===== src/core/crm_pkg.sv =====
// Shared constants and types for the core register bank and data map
package crm_pkg;
   // I/O space offsets (port-instruction addressing)
   localparam logic [5:0] IO_GUARD = 6'h3C;
   localparam logic [5:0] IO_SP_LO = 6'h3D;
   localparam logic [5:0] IO_SP_HI = 6'h3E;
   localparam logic [5:0] IO_STATUS = 6'h3F;
   localparam logic [5:0] IO_MAIN_SRC = 6'h37;
   localparam logic [5:0] IO_PRESCALE = 6'h36;
   localparam logic [5:0] IO_WDOG = 6'h31;
   localparam logic [5:0] IO_BITOP_MAX = 6'h1F;
   localparam logic [5:0] IO_SER_LO = 6'h08;
   localparam logic [5:0] IO_SER_HI = 6'h0F;
   // Unlock signatures and window length in instruction cycles
   localparam logic [7:0] SIG_PROT_IO = 8'hD8;
   localparam logic [7:0] SIG_SELF_PROG = 8'hE7;
   localparam logic [2:0] WINDOW_CYCLES = 3'h4;
   localparam int GUARD_IO_BIT = 0;
   localparam int GUARD_SPM_BIT = 1;
   // Stack pointer
   localparam logic [15:0] SP_RESET = 16'h005F;
   localparam logic [15:0] SP_MASK = 16'h007F;
   // Status flag positions
   localparam logic [7:0] STATUS_RESET = 8'h00;
   localparam int FLG_C = 0;
   localparam int FLG_Z = 1;
   localparam int FLG_N = 2;
   localparam int FLG_V = 3;
   localparam int FLG_S = 4;
   localparam int FLG_H = 5;
   localparam int FLG_T = 6;
   localparam int FLG_I = 7;
   localparam logic [7:0] ALU_FLAG_MASK = 8'h2F;
   // Data space map (byte addresses)
   localparam logic [15:0] DATA_IO_BASE = 16'h0020;
   localparam logic [15:0] DATA_IO_END = 16'h005F;
   localparam logic [15:0] SRAM_BASE = 16'h0060;
   localparam logic [15:0] SRAM_END = 16'h007F;
   localparam logic [15:0] DIRECT_LO = 16'h0040;
   localparam logic [15:0] DIRECT_HI = 16'h00BF;
   localparam logic [15:0] LOCK_ADDR = 16'h3F00;
   localparam logic [15:0] FLASH_BASE = 16'h4000;
   localparam logic [15:0] FLASH_END = 16'h43FF;
   localparam int PC_WIDTH = 9;
   localparam int ACCESS_CYCLES = 2;
   typedef enum logic [1:0] {ACC_IDLE = 2'b01, ACC_DONE = 2'b10} crm_acc_state_t;
   typedef enum logic [2:0] {G_CLOSED = 3'b001, G_IO_OPEN = 3'b010, G_SPM_OPEN = 3'b100} crm_guard_state_t;
endpackage


===== src/core/crm_guard_if.sv =====
// Signals between the register bank and its unlock window timer
`timescale 1ns/100ps
`default_nettype none
interface crm_guard_if;
   logic wr;
   logic [7:0] wdata;
   logic tick;
   logic io_open;
   logic spm_open;
   modport window (input wr, input wdata, input tick, output io_open, output spm_open);
   modport bank (output wr, output wdata, output tick, input io_open, input spm_open);
endinterface
`default_nettype wire


===== src/core/crm_guard_window.sv =====
// Signature check and four-instruction unlock window
`timescale 1ns/100ps
`default_nettype none
module crm_guard_window import crm_pkg::*; (
   input wire logic clk_i,
   input wire logic rst_i,
   crm_guard_if.window gif
);
   crm_guard_state_t st_q, st_d;
   logic [2:0] cnt_q, cnt_d;

   always_comb begin
      st_d = st_q;
      cnt_d = cnt_q;
      if (gif.wr) begin
         cnt_d = 3'h0;
         // A wrong value closes any open window
         if (gif.wdata == SIG_PROT_IO) begin
            st_d = G_IO_OPEN;
         end else if (gif.wdata == SIG_SELF_PROG) begin
            st_d = G_SPM_OPEN;
         end else begin
            st_d = G_CLOSED;
         end
      end else if (st_q != G_CLOSED && gif.tick) begin
         cnt_d = cnt_q + 3'h1;
         if (cnt_q == WINDOW_CYCLES - 3'h1) begin
            st_d = G_CLOSED;
         end
      end
   end

   always_ff @(posedge clk_i) begin
      if (rst_i) begin
         st_q <= G_CLOSED;
         cnt_q <= 3'h0;
      end else begin
         st_q <= st_d;
         cnt_q <= cnt_d;
      end
   end

   assign gif.io_open = (st_q == G_IO_OPEN);
   assign gif.spm_open = (st_q == G_SPM_OPEN);

   a_window_bound: assert property (@(posedge clk_i) disable iff (rst_i)
      (st_q != G_CLOSED) |-> (cnt_q < WINDOW_CYCLES)) else $error("unlock window overran");
endmodule // crm_guard_window
`default_nettype wire


===== src/core/crm_core_regs.sv =====
// Core system registers, unlock guard and data space decoder
// Overview of operation
// - Signature 0xD8 opens four-cycle protected write window
// - Interrupts ignored while unlock window open
// - Guard bit 0 reads one while unlocked
// - Signature 0xE7 sets guard bit 1, four cycles
// - Guard bits 0,1 read-only, rest write-only
// - Stack pointer low/high bytes, high bits zero
// - Port offsets 0x00-0x3F, data space plus 0x20
// - Global enable cleared on irq, set on return
// - Global enable clear blocks every interrupt
// - Status bit 6 is bit copy flag
// - Sign flag equals negative xor overflow
// - ALU results update H, V, N, Z, C
// - Flash is 512 words, 9-bit word address
// - Flash mapped into data space at 0x4000
// - I/O locations then 32 bytes of SRAM
// - Lock bits and mapped flash read-only
// - Three pointer pairs with pre-decrement, post-increment
// - Direct addressing limited to 0x0040-0x00BF
// - Data access completes in two cycles
// - Bit set/clear on 0x00-0x1F except 0x08-0x0F, single bit only
// - Sixteen-bit writes low first, committed on high
`timescale 1ns/100ps
`default_nettype none
module crm_core_regs import crm_pkg::*; #(
   parameter int SRAM_BYTES = 32
) (
   input wire logic CORE_CLK_I,
   input wire logic RST_I,
   input wire logic ACC_VALID_I,
   input wire logic ACC_WE_I,
   input wire logic ACC_IO_I,
   input wire logic ACC_IND_I,
   input wire logic [1:0] ACC_PTR_I,
   input wire logic ACC_PREDEC_I,
   input wire logic ACC_POSTINC_I,
   input wire logic ACC_BIT_I,
   input wire logic ACC_BIT_SET_I,
   input wire logic [2:0] ACC_BIT_NUM_I,
   input wire logic [15:0] ACC_ADDR_I,
   input wire logic [7:0] ACC_WDATA_I,
   output logic [7:0] ACC_RDATA_O,
   output logic ACC_READY_O,
   output logic ACC_ERR_O,
   input wire logic INSTR_TICK_I,
   input wire logic IRQ_TAKEN_I,
   input wire logic IRQ_RETURN_I,
   input wire logic IRQ_ON_I,
   input wire logic IRQ_OFF_I,
   output logic IRQ_ALLOW_O,
   input wire logic [7:0] ALU_UPD_I,
   input wire logic [7:0] ALU_FLAGS_I,
   input wire logic FLAG_COPY_FROM_REG_I,
   input wire logic FLAG_COPY_BIT_I,
   input wire logic PTR_WE_I,
   input wire logic [1:0] PTR_SEL_I,
   input wire logic [15:0] PTR_WDATA_I,
   output logic [47:0] PTRS_O,
   output logic [7:0] STATUS_O,
   output logic [15:0] SP_O,
   output logic [2:0] PROT_WE_O,
   output logic [7:0] PROT_WDATA_O,
   output logic SPM_ARMED_O,
   output logic [5:0] IO_RADDR_O,
   input wire logic [7:0] IO_RDATA_I,
   output logic IO_WE_O,
   output logic [5:0] IO_WADDR_O,
   output logic [7:0] IO_WDATA_O,
   output logic [7:0] IO_WMASK_O,
   output logic [PC_WIDTH-1:0] FLASH_ADDR_O,
   input wire logic [15:0] FLASH_RDATA_I,
   input wire logic [7:0] LOCK_BITS_I
);
   crm_guard_if gif ();

   crm_guard_window u_guard (
      .clk_i(CORE_CLK_I),
      .rst_i(RST_I),
      .gif(gif.window)
   );

   crm_acc_state_t acc_q, acc_d;
   logic [7:0] rdata_q, rdata_d;
   logic err_q, err_d;
   logic [7:0] status_q, status_d;
   logic [15:0] sp_q, sp_d;
   logic [7:0] temp_q, temp_d;
   logic [15:0] ptr_q [3];
   logic [15:0] ptr_d [3];
   logic [7:0] mem_q [SRAM_BYTES];
   logic [2:0] prot_we_q, prot_we_d;
   logic [7:0] prot_wdata_q, prot_wdata_d;
   logic io_we_q, io_we_d;
   logic [5:0] io_waddr_q, io_waddr_d;
   logic [7:0] io_wdata_q, io_wdata_d;
   logic [7:0] io_wmask_q, io_wmask_d;

   logic take, is_io, is_sram, is_flash, is_lock, refused, unlocked, status_wr;
   logic [15:0] eff, ptr_sel;
   logic [5:0] io_idx;
   logic [4:0] sram_idx;
   logic prot_hit;
   logic [2:0] prot_sel;

   assign unlocked = gif.io_open;
   assign take = ACC_VALID_I && (acc_q == ACC_IDLE);
   assign gif.tick = INSTR_TICK_I;

   // Address decode
   always_comb begin
      ptr_sel = (ACC_PTR_I == 2'h3) ? 16'h0000 : ptr_q[ACC_PTR_I];
      eff = ACC_ADDR_I;
      if (ACC_IND_I) begin
         eff = ACC_PREDEC_I ? ptr_sel - 16'h0001 : ptr_sel;
      end
      is_io = 1'b0;
      io_idx = ACC_ADDR_I[5:0];
      if (ACC_IO_I) begin
         is_io = 1'b1;
      end else if (eff >= DATA_IO_BASE && eff <= DATA_IO_END) begin
         is_io = 1'b1;
         io_idx = 6'(eff - DATA_IO_BASE);
      end
      is_sram = !ACC_IO_I && eff >= SRAM_BASE && eff <= SRAM_END;
      sram_idx = eff[4:0];
      is_flash = !ACC_IO_I && eff >= FLASH_BASE && eff <= FLASH_END;
      is_lock = !ACC_IO_I && eff == LOCK_ADDR;
      prot_hit = 1'b1;
      case (io_idx)
         IO_MAIN_SRC: prot_sel = 3'b001;
         IO_PRESCALE: prot_sel = 3'b010;
         IO_WDOG: prot_sel = 3'b100;
         default: begin
            prot_sel = 3'b000;
            prot_hit = 1'b0;
         end
      endcase
      refused = 1'b0;
      if (!ACC_IO_I && !ACC_IND_I && (eff < DIRECT_LO || eff > DIRECT_HI)) begin
         refused = 1'b1;
      end
      if (ACC_IND_I && ACC_PTR_I == 2'h3) begin
         refused = 1'b1;
      end
      if (ACC_WE_I && (is_flash || is_lock)) begin
         refused = 1'b1;
      end
      if (ACC_BIT_I && (!ACC_IO_I || io_idx > IO_BITOP_MAX ||
                        (io_idx >= IO_SER_LO && io_idx <= IO_SER_HI))) begin
         refused = 1'b1;
      end
   end

   // Flash read port: word address, byte picked by address bit 0
   assign FLASH_ADDR_O = eff[PC_WIDTH:1];
   assign IO_RADDR_O = io_idx;
   assign gif.wr = take && !refused && ACC_WE_I && !ACC_BIT_I && is_io && io_idx == IO_GUARD;
   assign gif.wdata = ACC_WDATA_I;
   assign status_wr = take && !refused && ACC_WE_I && !ACC_BIT_I && is_io && io_idx == IO_STATUS;

   // Access sequencer, register writes and read mux
   always_comb begin
      acc_d = acc_q;
      rdata_d = rdata_q;
      err_d = err_q;
      sp_d = sp_q;
      temp_d = temp_q;
      prot_we_d = 3'b000;
      prot_wdata_d = prot_wdata_q;
      io_we_d = 1'b0;
      io_waddr_d = io_waddr_q;
      io_wdata_d = io_wdata_q;
      io_wmask_d = io_wmask_q;
      for (int i = 0; i < 3; i++) begin
         ptr_d[i] = ptr_q[i];
      end
      if (PTR_WE_I && PTR_SEL_I != 2'h3) begin
         ptr_d[PTR_SEL_I] = PTR_WDATA_I;
      end
      case (acc_q)
         ACC_IDLE: begin
            if (take) begin
               acc_d = ACC_DONE;
               err_d = refused;
               rdata_d = 8'h00;
               if (ACC_IND_I && !refused) begin
                  if (ACC_PREDEC_I) begin
                     ptr_d[ACC_PTR_I] = eff;
                  end else if (ACC_POSTINC_I) begin
                     ptr_d[ACC_PTR_I] = eff + 16'h0001;
                  end
               end
               if (!refused && ACC_BIT_I) begin
                  // Only the addressed bit is touched, so clear-on-one flags survive
                  io_we_d = 1'b1;
                  io_waddr_d = io_idx;
                  io_wmask_d = 8'h01 << ACC_BIT_NUM_I;
                  io_wdata_d = ACC_BIT_SET_I ? (8'h01 << ACC_BIT_NUM_I) : 8'h00;
               end else if (!refused && ACC_WE_I && is_io) begin
                  case (io_idx)
                     IO_GUARD: begin
                     end
                     IO_SP_LO: temp_d = ACC_WDATA_I;
                     IO_SP_HI: sp_d = {ACC_WDATA_I, temp_q} & SP_MASK;
                     IO_STATUS: begin
                     end
                     default: begin
                        if (prot_hit) begin
                           prot_we_d = unlocked ? prot_sel : 3'b000;
                           prot_wdata_d = ACC_WDATA_I;
                        end else begin
                           io_we_d = 1'b1;
                           io_waddr_d = io_idx;
                           io_wdata_d = ACC_WDATA_I;
                           io_wmask_d = 8'hFF;
                        end
                     end
                  endcase
               end else if (!refused && !ACC_WE_I) begin
                  if (is_io) begin
                     case (io_idx)
                        IO_GUARD: rdata_d = {6'h00, gif.spm_open, gif.io_open};
                        IO_SP_LO: begin
                           rdata_d = sp_q[7:0];
                           temp_d = sp_q[15:8];
                        end
                        IO_SP_HI: rdata_d = temp_q;
                        IO_STATUS: rdata_d = status_q;
                        default: rdata_d = IO_RDATA_I;
                     endcase
                  end else if (is_sram) begin
                     rdata_d = mem_q[sram_idx];
                  end else if (is_flash) begin
                     rdata_d = eff[0] ? FLASH_RDATA_I[15:8] : FLASH_RDATA_I[7:0];
                  end else if (is_lock) begin
                     rdata_d = LOCK_BITS_I;
                  end
               end
            end
         end
         ACC_DONE: acc_d = ACC_IDLE;
         default: acc_d = ACC_IDLE;
      endcase
   end

   // Status flags; hardware events applied after a software write
   always_comb begin
      status_d = status_q;
      if (status_wr) begin
         status_d = ACC_WDATA_I;
      end
      status_d = (status_d & ~(ALU_UPD_I & ALU_FLAG_MASK)) | (ALU_FLAGS_I & ALU_UPD_I & ALU_FLAG_MASK);
      if (FLAG_COPY_FROM_REG_I) begin
         status_d[FLG_T] = FLAG_COPY_BIT_I;
      end
      if (IRQ_TAKEN_I || IRQ_OFF_I) begin
         status_d[FLG_I] = 1'b0;
      end
      if (IRQ_RETURN_I || IRQ_ON_I) begin
         status_d[FLG_I] = 1'b1;
      end
      status_d[FLG_S] = status_d[FLG_N] ^ status_d[FLG_V];
   end

   always_ff @(posedge CORE_CLK_I) begin
      if (RST_I) begin
         acc_q <= ACC_IDLE;
         rdata_q <= 8'h00;
         err_q <= 1'b0;
         status_q <= STATUS_RESET;
         sp_q <= SP_RESET;
         temp_q <= 8'h00;
         prot_we_q <= 3'b000;
         prot_wdata_q <= 8'h00;
         io_we_q <= 1'b0;
         io_waddr_q <= 6'h00;
         io_wdata_q <= 8'h00;
         io_wmask_q <= 8'h00;
         for (int i = 0; i < 3; i++) begin
            ptr_q[i] <= 16'h0000;
         end
      end else begin
         acc_q <= acc_d;
         rdata_q <= rdata_d;
         err_q <= err_d;
         status_q <= status_d;
         sp_q <= sp_d;
         temp_q <= temp_d;
         prot_we_q <= prot_we_d;
         prot_wdata_q <= prot_wdata_d;
         io_we_q <= io_we_d;
         io_waddr_q <= io_waddr_d;
         io_wdata_q <= io_wdata_d;
         io_wmask_q <= io_wmask_d;
         for (int i = 0; i < 3; i++) begin
            ptr_q[i] <= ptr_d[i];
         end
      end
   end

   // SRAM contents are not reset, as in real silicon
   always_ff @(posedge CORE_CLK_I) begin
      if (take && !refused && ACC_WE_I && !ACC_BIT_I && is_sram) begin
         mem_q[sram_idx] <= ACC_WDATA_I;
      end
   end

   assign ACC_RDATA_O = rdata_q;
   assign ACC_READY_O = (acc_q == ACC_DONE);
   assign ACC_ERR_O = (acc_q == ACC_DONE) && err_q;
   // Window and global enable both hold interrupts off
   assign IRQ_ALLOW_O = status_q[FLG_I] && !gif.io_open && !gif.spm_open;
   assign STATUS_O = status_q;
   assign SP_O = sp_q;
   assign PTRS_O = {ptr_q[2], ptr_q[1], ptr_q[0]};
   assign PROT_WE_O = prot_we_q;
   assign PROT_WDATA_O = prot_wdata_q;
   assign SPM_ARMED_O = gif.spm_open;
   assign IO_WE_O = io_we_q;
   assign IO_WADDR_O = io_waddr_q;
   assign IO_WDATA_O = io_wdata_q;
   assign IO_WMASK_O = io_wmask_q;

   a_prot_gated: assert property (@(posedge CORE_CLK_I) disable iff (RST_I)
      (PROT_WE_O != 3'b000) |-> $past(gif.io_open)) else $error("protected write while locked");
   a_irq_window: assert property (@(posedge CORE_CLK_I) disable iff (RST_I)
      (gif.io_open || gif.spm_open) |-> !IRQ_ALLOW_O) else $error("irq allowed in window");
   a_gie_block: assert property (@(posedge CORE_CLK_I) disable iff (RST_I)
      !STATUS_O[7] |-> !IRQ_ALLOW_O) else $error("irq allowed with enable clear");
   a_irq_clears: assert property (@(posedge CORE_CLK_I) disable iff (RST_I)
      (IRQ_TAKEN_I && !IRQ_ON_I && !IRQ_RETURN_I) |=> !STATUS_O[7]) else $error("enable not cleared");
   a_sign_xor: assert property (@(posedge CORE_CLK_I) disable iff (RST_I)
      STATUS_O[4] == (STATUS_O[2] ^ STATUS_O[3])) else $error("sign flag mismatch");
   a_copy_flag: assert property (@(posedge CORE_CLK_I) disable iff (RST_I)
      FLAG_COPY_FROM_REG_I |=> STATUS_O[6] == $past(FLAG_COPY_BIT_I)) else $error("copy flag wrong");
   a_two_cycle: assert property (@(posedge CORE_CLK_I) disable iff (RST_I)
      (ACC_VALID_I && !ACC_READY_O) |=> ACC_READY_O ##1 !ACC_READY_O) else $error("access not two cycles");
   a_sp_high_zero: assert property (@(posedge CORE_CLK_I) disable iff (RST_I)
      SP_O[15:7] == 9'h000) else $error("stack pointer high bits set");
   a_flash_ro: assert property (@(posedge CORE_CLK_I) disable iff (RST_I)
      (take && ACC_WE_I && !ACC_IO_I && ACC_IND_I && ACC_PTR_I != 2'h3 && eff >= FLASH_BASE &&
       eff <= FLASH_END) |=> ACC_ERR_O)
      else $error("flash write not refused");
   a_guard_spm_read: assert property (@(posedge CORE_CLK_I) disable iff (RST_I)
      (take && !refused && !ACC_WE_I && is_io && io_idx == IO_GUARD && gif.spm_open) |=> (ACC_RDATA_O == 8'h02))
      else $error("guard read wrong in self-program window");
   c_prot_write: cover property (@(posedge CORE_CLK_I) disable iff (RST_I) PROT_WE_O != 3'b000);
   c_spm_armed: cover property (@(posedge CORE_CLK_I) disable iff (RST_I) $rose(SPM_ARMED_O));
   c_bit_op: cover property (@(posedge CORE_CLK_I) disable iff (RST_I) IO_WE_O && IO_WMASK_O != 8'hFF);
   c_refused: cover property (@(posedge CORE_CLK_I) disable iff (RST_I) ACC_ERR_O);
endmodule // crm_core_regs
`default_nettype wire


===== config.mk =====
export PLATFORM = sky130hd
export DESIGN_NAME = crm_core_regs
export DESIGN_NICKNAME = d
export VERILOG_FILES = /design/src/core/crm_pkg.sv /design/src/core/crm_guard_if.sv /design/src/core/crm_guard_window.sv /design/src/core/crm_core_regs.sv
export SDC_FILE = /design/constraint.sdc
export NUM_CORES = 1
export LEC_CHECK = 0
export ABC_AREA = 1
export ABC_CLOCK_PERIOD_IN_PS = 4250
export BUFFER_PORTS_ARGS = -buffer_cell sky130_fd_sc_hd__buf_2
export CORE_ASPECT_RATIO = 1.2
export CORE_MARGIN = 2
export CORE_UTILIZATION = 55
export CTS_BUF_LIST = sky130_fd_sc_hd__clkbuf_4 sky130_fd_sc_hd__clkbuf_8
export CTS_CLUSTER_SIZE = 16
export DETAILED_ROUTE_END_ITERATION = 10
export PLACE_DENSITY = 0.79
export SLEW_MARGIN = 20
export SYNTH_ARGS = -nofsm -noshare
export SYNTH_HDL_FRONTEND = slang
export SYNTH_SLANG_ARGS = --single-unit
export TNS_END_PERCENT = 5

===== constraint.sdc =====
create_clock -name CORE_CLK_I -period 4.25 [get_ports CORE_CLK_I]
set_input_delay 0.85 -clock CORE_CLK_I [delete_from_list [all_inputs] [get_ports CORE_CLK_I]]
set_output_delay 0.85 -clock CORE_CLK_I [all_outputs]
set_load 0.1 [all_outputs]

* After elaboration in Yosys (flattened, before gate mapping)
Memories as Yosys holds them, arrays and structs flattened.
Index checks and enable logic that the tools add are counted.
** Word-level totals
- Register bits :: 74
- Latch bits :: 0
- RAM bits :: 304
- ROM bits :: 0
- Input bits :: 113
- Output and inout bits :: 133
- Memories :: 2
** Cells by class
- Add/sub/neg operators :: 4
- Multiply operators :: 0
- Div/mod/pow operators :: 0
- $lt $le $gt $ge :: 15
- Eq/ne operators :: 20
- Shift operators :: 1
- Muxes and demuxes :: 74
- Bitwise operators :: 17
- Reductions and logical operators :: 62
** Memories
- mem_q :: depth 32, bits a word 8, rd ports 1, clocked after Yosys merged registers in 0, wr ports 1, line crm_core_regs.sv:91 : logic [7:0] mem_q [SRAM_BYTES];
- ptr_q :: depth 3, bits a word 16, rd ports 4, clocked after Yosys merged registers in 0, wr ports 3, line crm_core_regs.sv:89 : logic [15:0] ptr_q [3];
** Operator list (number)
- 48-bit two-way mux :: 6
- 8-bit two-way mux :: 23
- 48-bit bitwise mux :: 3
- 16-bit two-way mux :: 8
- 16-bit demux with 2-bit select :: 2
- 6-bit equality test, second input constant :: 7
- 6-bit two-way mux :: 6
- 16-bit by 7-bit <= comparator with 1-bit output, second input constant :: 2
- 1-bit logical AND :: 32
- 8-bit one-hot mux with 4 select lines :: 1
- 1-bit two-way mux :: 19
- 16-bit by 1-bit adder with 16-bit output, second input constant :: 1
- 16-bit by 14-bit equality test with 1-bit output, second input constant :: 1
- 8-bit equality test, second input constant :: 2
- 16-bit by 15-bit >= comparator with 1-bit output, second input constant :: 1
- 16-bit by 6-bit >= comparator with 1-bit output, second input constant :: 1
- 16-bit by 7-bit >= comparator with 1-bit output, second input constant :: 1
- 16-bit by 8-bit > comparator with 1-bit output, second input constant :: 1
- 16-bit by 15-bit <= comparator with 1-bit output, second input constant :: 1
- 16-bit by 7-bit < comparator with 1-bit output, second input constant :: 1
- 16-bit by 1-bit subtractor with 16-bit output, second input constant :: 1
- 3-bit two-way mux :: 5
- 6-bit AND reduction :: 2
- 11-bit OR reduction :: 1
- other kinds (32) :: 65

* Logic depth before layout (Yosys ltp)
- Depth in word-level cells :: 25
- Gate-level depth with buffers :: 33

* Modules after synthesis
A second synthesis with hierarchy kept.
** Second synthesis, totals
- Cell total of the unflattened synthesis :: 2387
- Area, all modules :: 19756.4 µm²
** Modules (own cells, without submodules)
- crm_core_regs :: instances 1, cells an instance 2335, area each 19416.1 µm², seq. area each 10009.6 µm²
- crm_guard_window :: instances 1, cells an instance 52, area each 340.3 µm², seq. area each 120.1 µm²

* Least setup slack after synthesis
Ideal clock, no wire load.
- Kind :: in2reg
- Start point :: input port ACC_PTR_I[1]
- End point :: register prot_wdata_q[4], in the netlist PROT_WDATA_O[4]
- Library setup time :: 0.067 ns
- Arrival :: 5.233 ns
- Data required time :: 4.183 ns
- Path slack :: -1.049 ns
- Cell stages on the path :: 28
- Path buffers :: 3
- Path through :: buf_6 -> inv_4 -> buf_6 -> nand3_2 -> nand3_1 -> nand2_2 -> ha_1 -> nand2_1 -> inv_1 -> nand3_2 -> nor2_8 -> nand3_1 -> nand3_1 -> nand2_2 -> clkinv_2 -> nand2_1 -> nor2_1 -> nand4_4 -> o21ai_2 -> nand2_4 -> nor2_2 -> nand3_1 -> nand3_2 -> inv_2 -> nor3_4 -> buf_6 -> o21ai_2 -> a21oi_2
** On the way
- Word-level cells in the longest chain between the ends :: 18
- Elaborated cells on any way between the ends :: 55
** RTL lines
- start, declared :: line crm_core_regs.sv:35 : input wire logic [1:0] ACC_PTR_I,
- memory read 3 x 16 bit or 2-bit equality test (tied branches)
- 16-bit two-way mux * :: line crm_core_regs.sv:112 : ptr_sel = (ACC_PTR_I == 2'h3) ? 16'h0000 : ptr_q[ACC_PTR_I];
- 16-bit by 1-bit subtractor with 16-bit output :: line crm_core_regs.sv:115 : eff = ACC_PREDEC_I ? ptr_sel - 16'h0001 : ptr_sel;
- 16-bit two-way mux * :: line crm_core_regs.sv:115
- 16-bit two-way mux * :: line crm_core_regs.sv:114 : if (ACC_IND_I) begin
- named net FLASH_ADDR_O[7] :: line crm_core_regs.sv:71 : output logic [PC_WIDTH-1:0] FLASH_ADDR_O,
- 16-bit by 6-bit >= comparator with 1-bit output or 16-bit by 7-bit <= comparator with 1-bit output (tied branches) :: line crm_core_regs.sv:121 : end else if (eff >= DATA_IO_BASE && eff <= DATA_IO_END) begin
- 1-bit logical AND * :: line crm_core_regs.sv:121
- [2 not listed]
- named net IO_RADDR_O[5] :: line crm_core_regs.sv:65 : output logic [5:0] IO_RADDR_O,
- [1 not listed]
- 1-bit logical OR or 1-bit logical AND (tied branches) :: line crm_core_regs.sv:149, crm_core_regs.sv:150
- 1-bit logical OR :: line crm_core_regs.sv:149 : if (ACC_BIT_I && (!ACC_IO_I || io_idx > IO_BITOP_MAX ||
- 1-bit logical AND :: line crm_core_regs.sv:149
- 1-bit two-way mux :: line crm_core_regs.sv:149
- 1-bit zero test :: line crm_core_regs.sv:194, crm_core_regs.sv:200
- 1-bit logical AND, on equally long branches :: line crm_core_regs.sv:200, crm_core_regs.sv:194
- 1-bit logical AND or 1-bit inverter (tied branches)
- 6-bit AND reduction (no source line) *
- end signal, assigned :: line crm_core_regs.sv:291 : prot_wdata_q <= prot_wdata_d;
- end, declared :: line crm_core_regs.sv:93 : logic [7:0] prot_wdata_q, prot_wdata_d;
The timed path passes the listed nets; every way through them passes the cells marked *.
A chain may end at the register's enable or synchronous reset.

* Worst setup path after layout
- Start point :: input port ACC_PTR_I[0]
- End point :: output port IO_RADDR_O[0]
** On the way
- Word-level cells in the longest chain between the ends :: 9
- Elaborated cells on any way between the ends :: 12
** RTL lines
- memory read 3 x 16 bit or 2-bit equality test (tied branches)
- 16-bit two-way mux * :: line crm_core_regs.sv:112
- 16-bit by 1-bit subtractor with 16-bit output :: line crm_core_regs.sv:115
- 16-bit two-way mux * :: line crm_core_regs.sv:115
- 16-bit two-way mux * :: line crm_core_regs.sv:114
- 16-bit by 6-bit >= comparator with 1-bit output or 16-bit by 7-bit <= comparator with 1-bit output (tied branches) :: line crm_core_regs.sv:121
- 1-bit logical AND :: line crm_core_regs.sv:121
- 6-bit two-way mux * :: line crm_core_regs.sv:121
- 6-bit two-way mux * :: line crm_core_regs.sv:119 : if (ACC_IO_I) begin
- end, declared :: line crm_core_regs.sv:65
Every way passes the cells marked *; elsewhere a longest branch is shown, timed or not.

==> impl_metrics.yaml <==
synthesis:
  synth_most_common_cell: "nand2_1"
  yosys-top-cells-area: "edfxtp_1 39%, dfxtp_1 13%, nand2_1 10%"
  ys_seq_area_share_pct: 51.94
  netlist_area_um2: 19500
  yosys_warnings: 0
  synth_edf_count: 256
  post_synth_num_cell_types: 57
  syn_inst: 2345
  post-synth-top-area-fraction_pct: 39.42
  synth_compound_area_share_pct: 14.29
  synthXorXnorAreaFrac_pct: 0.6737
  synth_top_family_by_area: "simple AND/OR/NAND/NOR gates"
  synthAdderAreaFrac_pct: 0.4491
  synth-simple-area-share_pct: 25.14
  synthMuxAreaShare_pct: 0.2053
  ys_async_sr_fraction_pct: 0
  synth_top_area_cell: "edfxtp_1"
  syn_avg_cell_area_um2: 8.316
  synth_commonest_cells: "530 x nand2_1, 256 x edfxtp_1, 235 x nand3_1, 214 x o21ai_0, 205 x nor2_1"
  synth-seq-cells: 378
  ys_dominant_reg_cell: "edfxtp_1"
worst_setup_path:
  worstPathRequired_ps: 3400
  critPathTopFamily: "buffers and inverters"
  reg2regPathDepth: 26
  critPathBufInv: 8
  r2r-start: "ptr_q[1][0]"
  crit_slowest_cell: "buf_12"
  crit_type: "primary input to output port"
  critPathArrivalTime_ps: 3370
  crit_path_max_incr_delay_ps: 190
  regToRegSetupSlack_ps: 140
  cpMostUsedCell: "nand2_2"
  crit_path_end_kind: "output port"
  worstPathMaxFanout: 7
  path_cells: "buf_12, nor2_4, buf_6, nand2_2, nand3_2, nand2_2, ha_4, nand2_2, inv_2, nand3_4, buf_6, o21ai_1, nand3_1, nand2_2, nor2_4, nor2_4, nand2_1, inv_2, nand4_4, buf_6, o21ai_4, clkinvlp_4, buf_12"
  start_kind: "primary input"
  rr_endpoint: "mem_q[6][7]"
timing:
  finalSetupViolCount: 0
  min_period_ps: 4223
  tightest_slew_ps: 1136
  holdWs_ps: 453.4
  rsz0062_at_grt: "yes"
  drv_slew: 0
  finalHoldViolations: 0
  slew_headroom_pct: 24.07
  finClkSkew_ps: 32.54
  finalCritPeriodShare_pct: 99.38
  max_freq_ghz: 0.2368
placement:
  place_hpwl_um: 43830
  place_area_um2: 23220
  io_buffers: 230
  place_congestion: 0.9536
  placedCellCount: 3145
grt:
  grt_pass1_wl_um: 97650
  grt_antenna_before_repair: 0
  first_global_vias: 18380
  grt_start_max_net_pins: 74
  grt_use_total_pct: 33.76
  grt.overflow.total: 0
cts:
  cts.sinks: 378
  cts_tree: "yes"
  ctsLongestPathBuffers: 3
  cts_buffers: 58
  cts_root_buf: "clkbuf_8"
  path_clk_slew_ps: 60
  cts_hold_buf: 0
  htreeDepth: 2
  insertion_delay_ps: 650
routing:
  met3_length_um: 5862
  first_pass_iters: 5
  top_layer: "met4"
  totalWireLength_um: 64050
  post_drt_wl_per_cell_um: 19.56
  via_per_inst: 5.850
  met2WireLength_um: 31060
  wl_met1_um: 23560
  route.detailed.drc: 0
  via_count: 19160
  ant_nets: 0
  drtIter0Drc: 2170
power_and_ir_drop:
  switching_share_pct: 33.42
  combPwrFrac_pct: 24.7
  p_switching_w: 0.003119
  p_int_w: 0.006213
  power_frac_clock_pct: 32.3
  p_per_area_nw_per_um2: 373.8
  p_total_w: 0.009332
  p_leak_nw: 10.44
  ir_drop_mv: 0.4396
  p_seq_share_pct: 43.1
worst_hold_path:
  hp-class: "flip-flop to flip-flop"
  worstHoldPathCells: 2
  hold_start: "IO_WDATA_O[1]"
  hold_end: "IO_WDATA_O[1]"
finish:
  nets: 2886
  fin_cells: 3275
  syn2layout_area_growth_pct: 28.02
  finish.utilization_pct: 71.32
  design_area_um2: 24970
  fillers: 2663
  drive_above_1_share_pct: 28.40
  diodes: 0
flow_run:
  max_cap_viol_count: 0
status:
  status: "finished clean"
floorplanning:
  die_w_um: 175.9
  rows: 75
  start_util_pct: 55.71
  fp.dieArea_um2: 36990
  fp.dieH_um: 210.3
  coreArea_um2: 35000
  ios: 246
-- power by group through the flow --
stage                     Combinational [W]  Clock [W]  Sequential (W)
final                               0.00230    0.00301         0.00402
after global routing                0.00243    0.00317         0.00402
after CTS                           0.00221    0.00302         0.00402
after detailed placement            0.00215          0         0.00409
after global placement              0.00211          0         0.00409
after floorplan                     0.00104          0         0.00444
-- per-layer routing --
layer,up-vias,global-route usage (%)
met5,-,0
met3,237,5.267
met1,8979,41.59
li1,8836,-
met2,1107,57.74
met4,0,16.98
-- through the flow --
| step | setup TNS [ps] | setup WS, ps |
|---|---|---|
| final | 0 | 26.53 |
| after CTS | 0 | 6.433 |
| after detailed placement | -93640 | -315.4 |
| after global routing | -772.6 | -87.52 |
| after floorplan | -137810 | -431.4 |
| after global placement | -80030 | -274.6 |
-- final cells by class --
class | count | area [µm²] | area share, %
Clock buffer | 72 | 915.9 | 3.669
Sequential cell | 378 | 10130 | 40.58
Inverter | 213 | 823.3 | 3.298
Timing Repair Buffer | 486 | 3607 | 14.45
Multi-Input combinational cell | 1629 | 8693 | 34.82
Tap cell | 462 | 578.1 | 2.315
Clock inverter | 35 | 217.7 | 0.8720
-- worst max path at each step --
| stage | startpoint | end | cells past startpoint |
|---|---|---|---|
| after global placement | ACC_PTR_I[1] | mem_q[14][1] | 30 |
| after CTS | ACC_PTR_I[0] | IO_RADDR_O[0] | 21 |
| after detailed placement | ACC_PTR_I[1] | PROT_WDATA_O[0] | 29 |
| after global routing | ACC_PTR_I[0] | IO_RADDR_O[0] | 23 |
| after floorplan | ACC_PTR_I[0] | mem_q[16][0] | 25 |
| final | ACC_PTR_I[0] | IO_RADDR_O[0] | 23 |
-- registers in the layout, summed over array words and instances (netlist names), named ones only --
name / flops
acc_q: 2
IO_WE_O: 1
u_guard.cnt_q: 3
ptr_q: 48
ACC_RDATA_O: 8
PROT_WE_O: 3
IO_WDATA_O: 8
mem_q: 256
u_guard.st_q: 3
STATUS_O: 5
PROT_WDATA_O: 8
IO_WMASK_O: 8
IO_WADDR_O: 6
SP_O: 7
err_q: 1
temp_q: 8
-- tightest hold or removal path, cell delays in order, from the launching register on --
cell and delay, ps:
dfxtp_1 310, inv_1 50, a21oi_1 50
-- cell families after synthesis --
family | after synthesis
other | 1
DFF | 378
xor gates and xnor gates | 15
buffers and inverters | 346
and+or+nand+nor | 1094
AOI/OAI and AO/OA | 500
muxes | 4
adders and majority gates | 7
-- placed cells by master (no fill, tap or decap), drive strengths merged --
master,n
nand2,557
buf,485
edfxtp,256
nand3,244
o21ai,235
nor2,222
inv,209
a21oi,174
dfxtp,122
clkbuf,72
o22ai,46
clkinv,33
nor3,26
nand4,21
a211oi,16
o211ai,15
xor2,14
or2,10
nor4,10
conb,9
ha,7
o311ai,6
clkinvlp,4
mux2i,4
nand3b,3
a22oi,2
bufinv,2
o21bai,1
a21boi,1
nor3b,1
a2111o,1
a31oi,1
a2111oi,1
o2111ai,1
xnor2,1
bufbuf,1
-- timing repair --
item,CTS,global route
cloned,2,0
buffers inserted,16,8
gates resized for setup,36,69
pin swaps,19,45
endpoints found under the setup margin,6,255
Power figures use the tool's default switching activity.
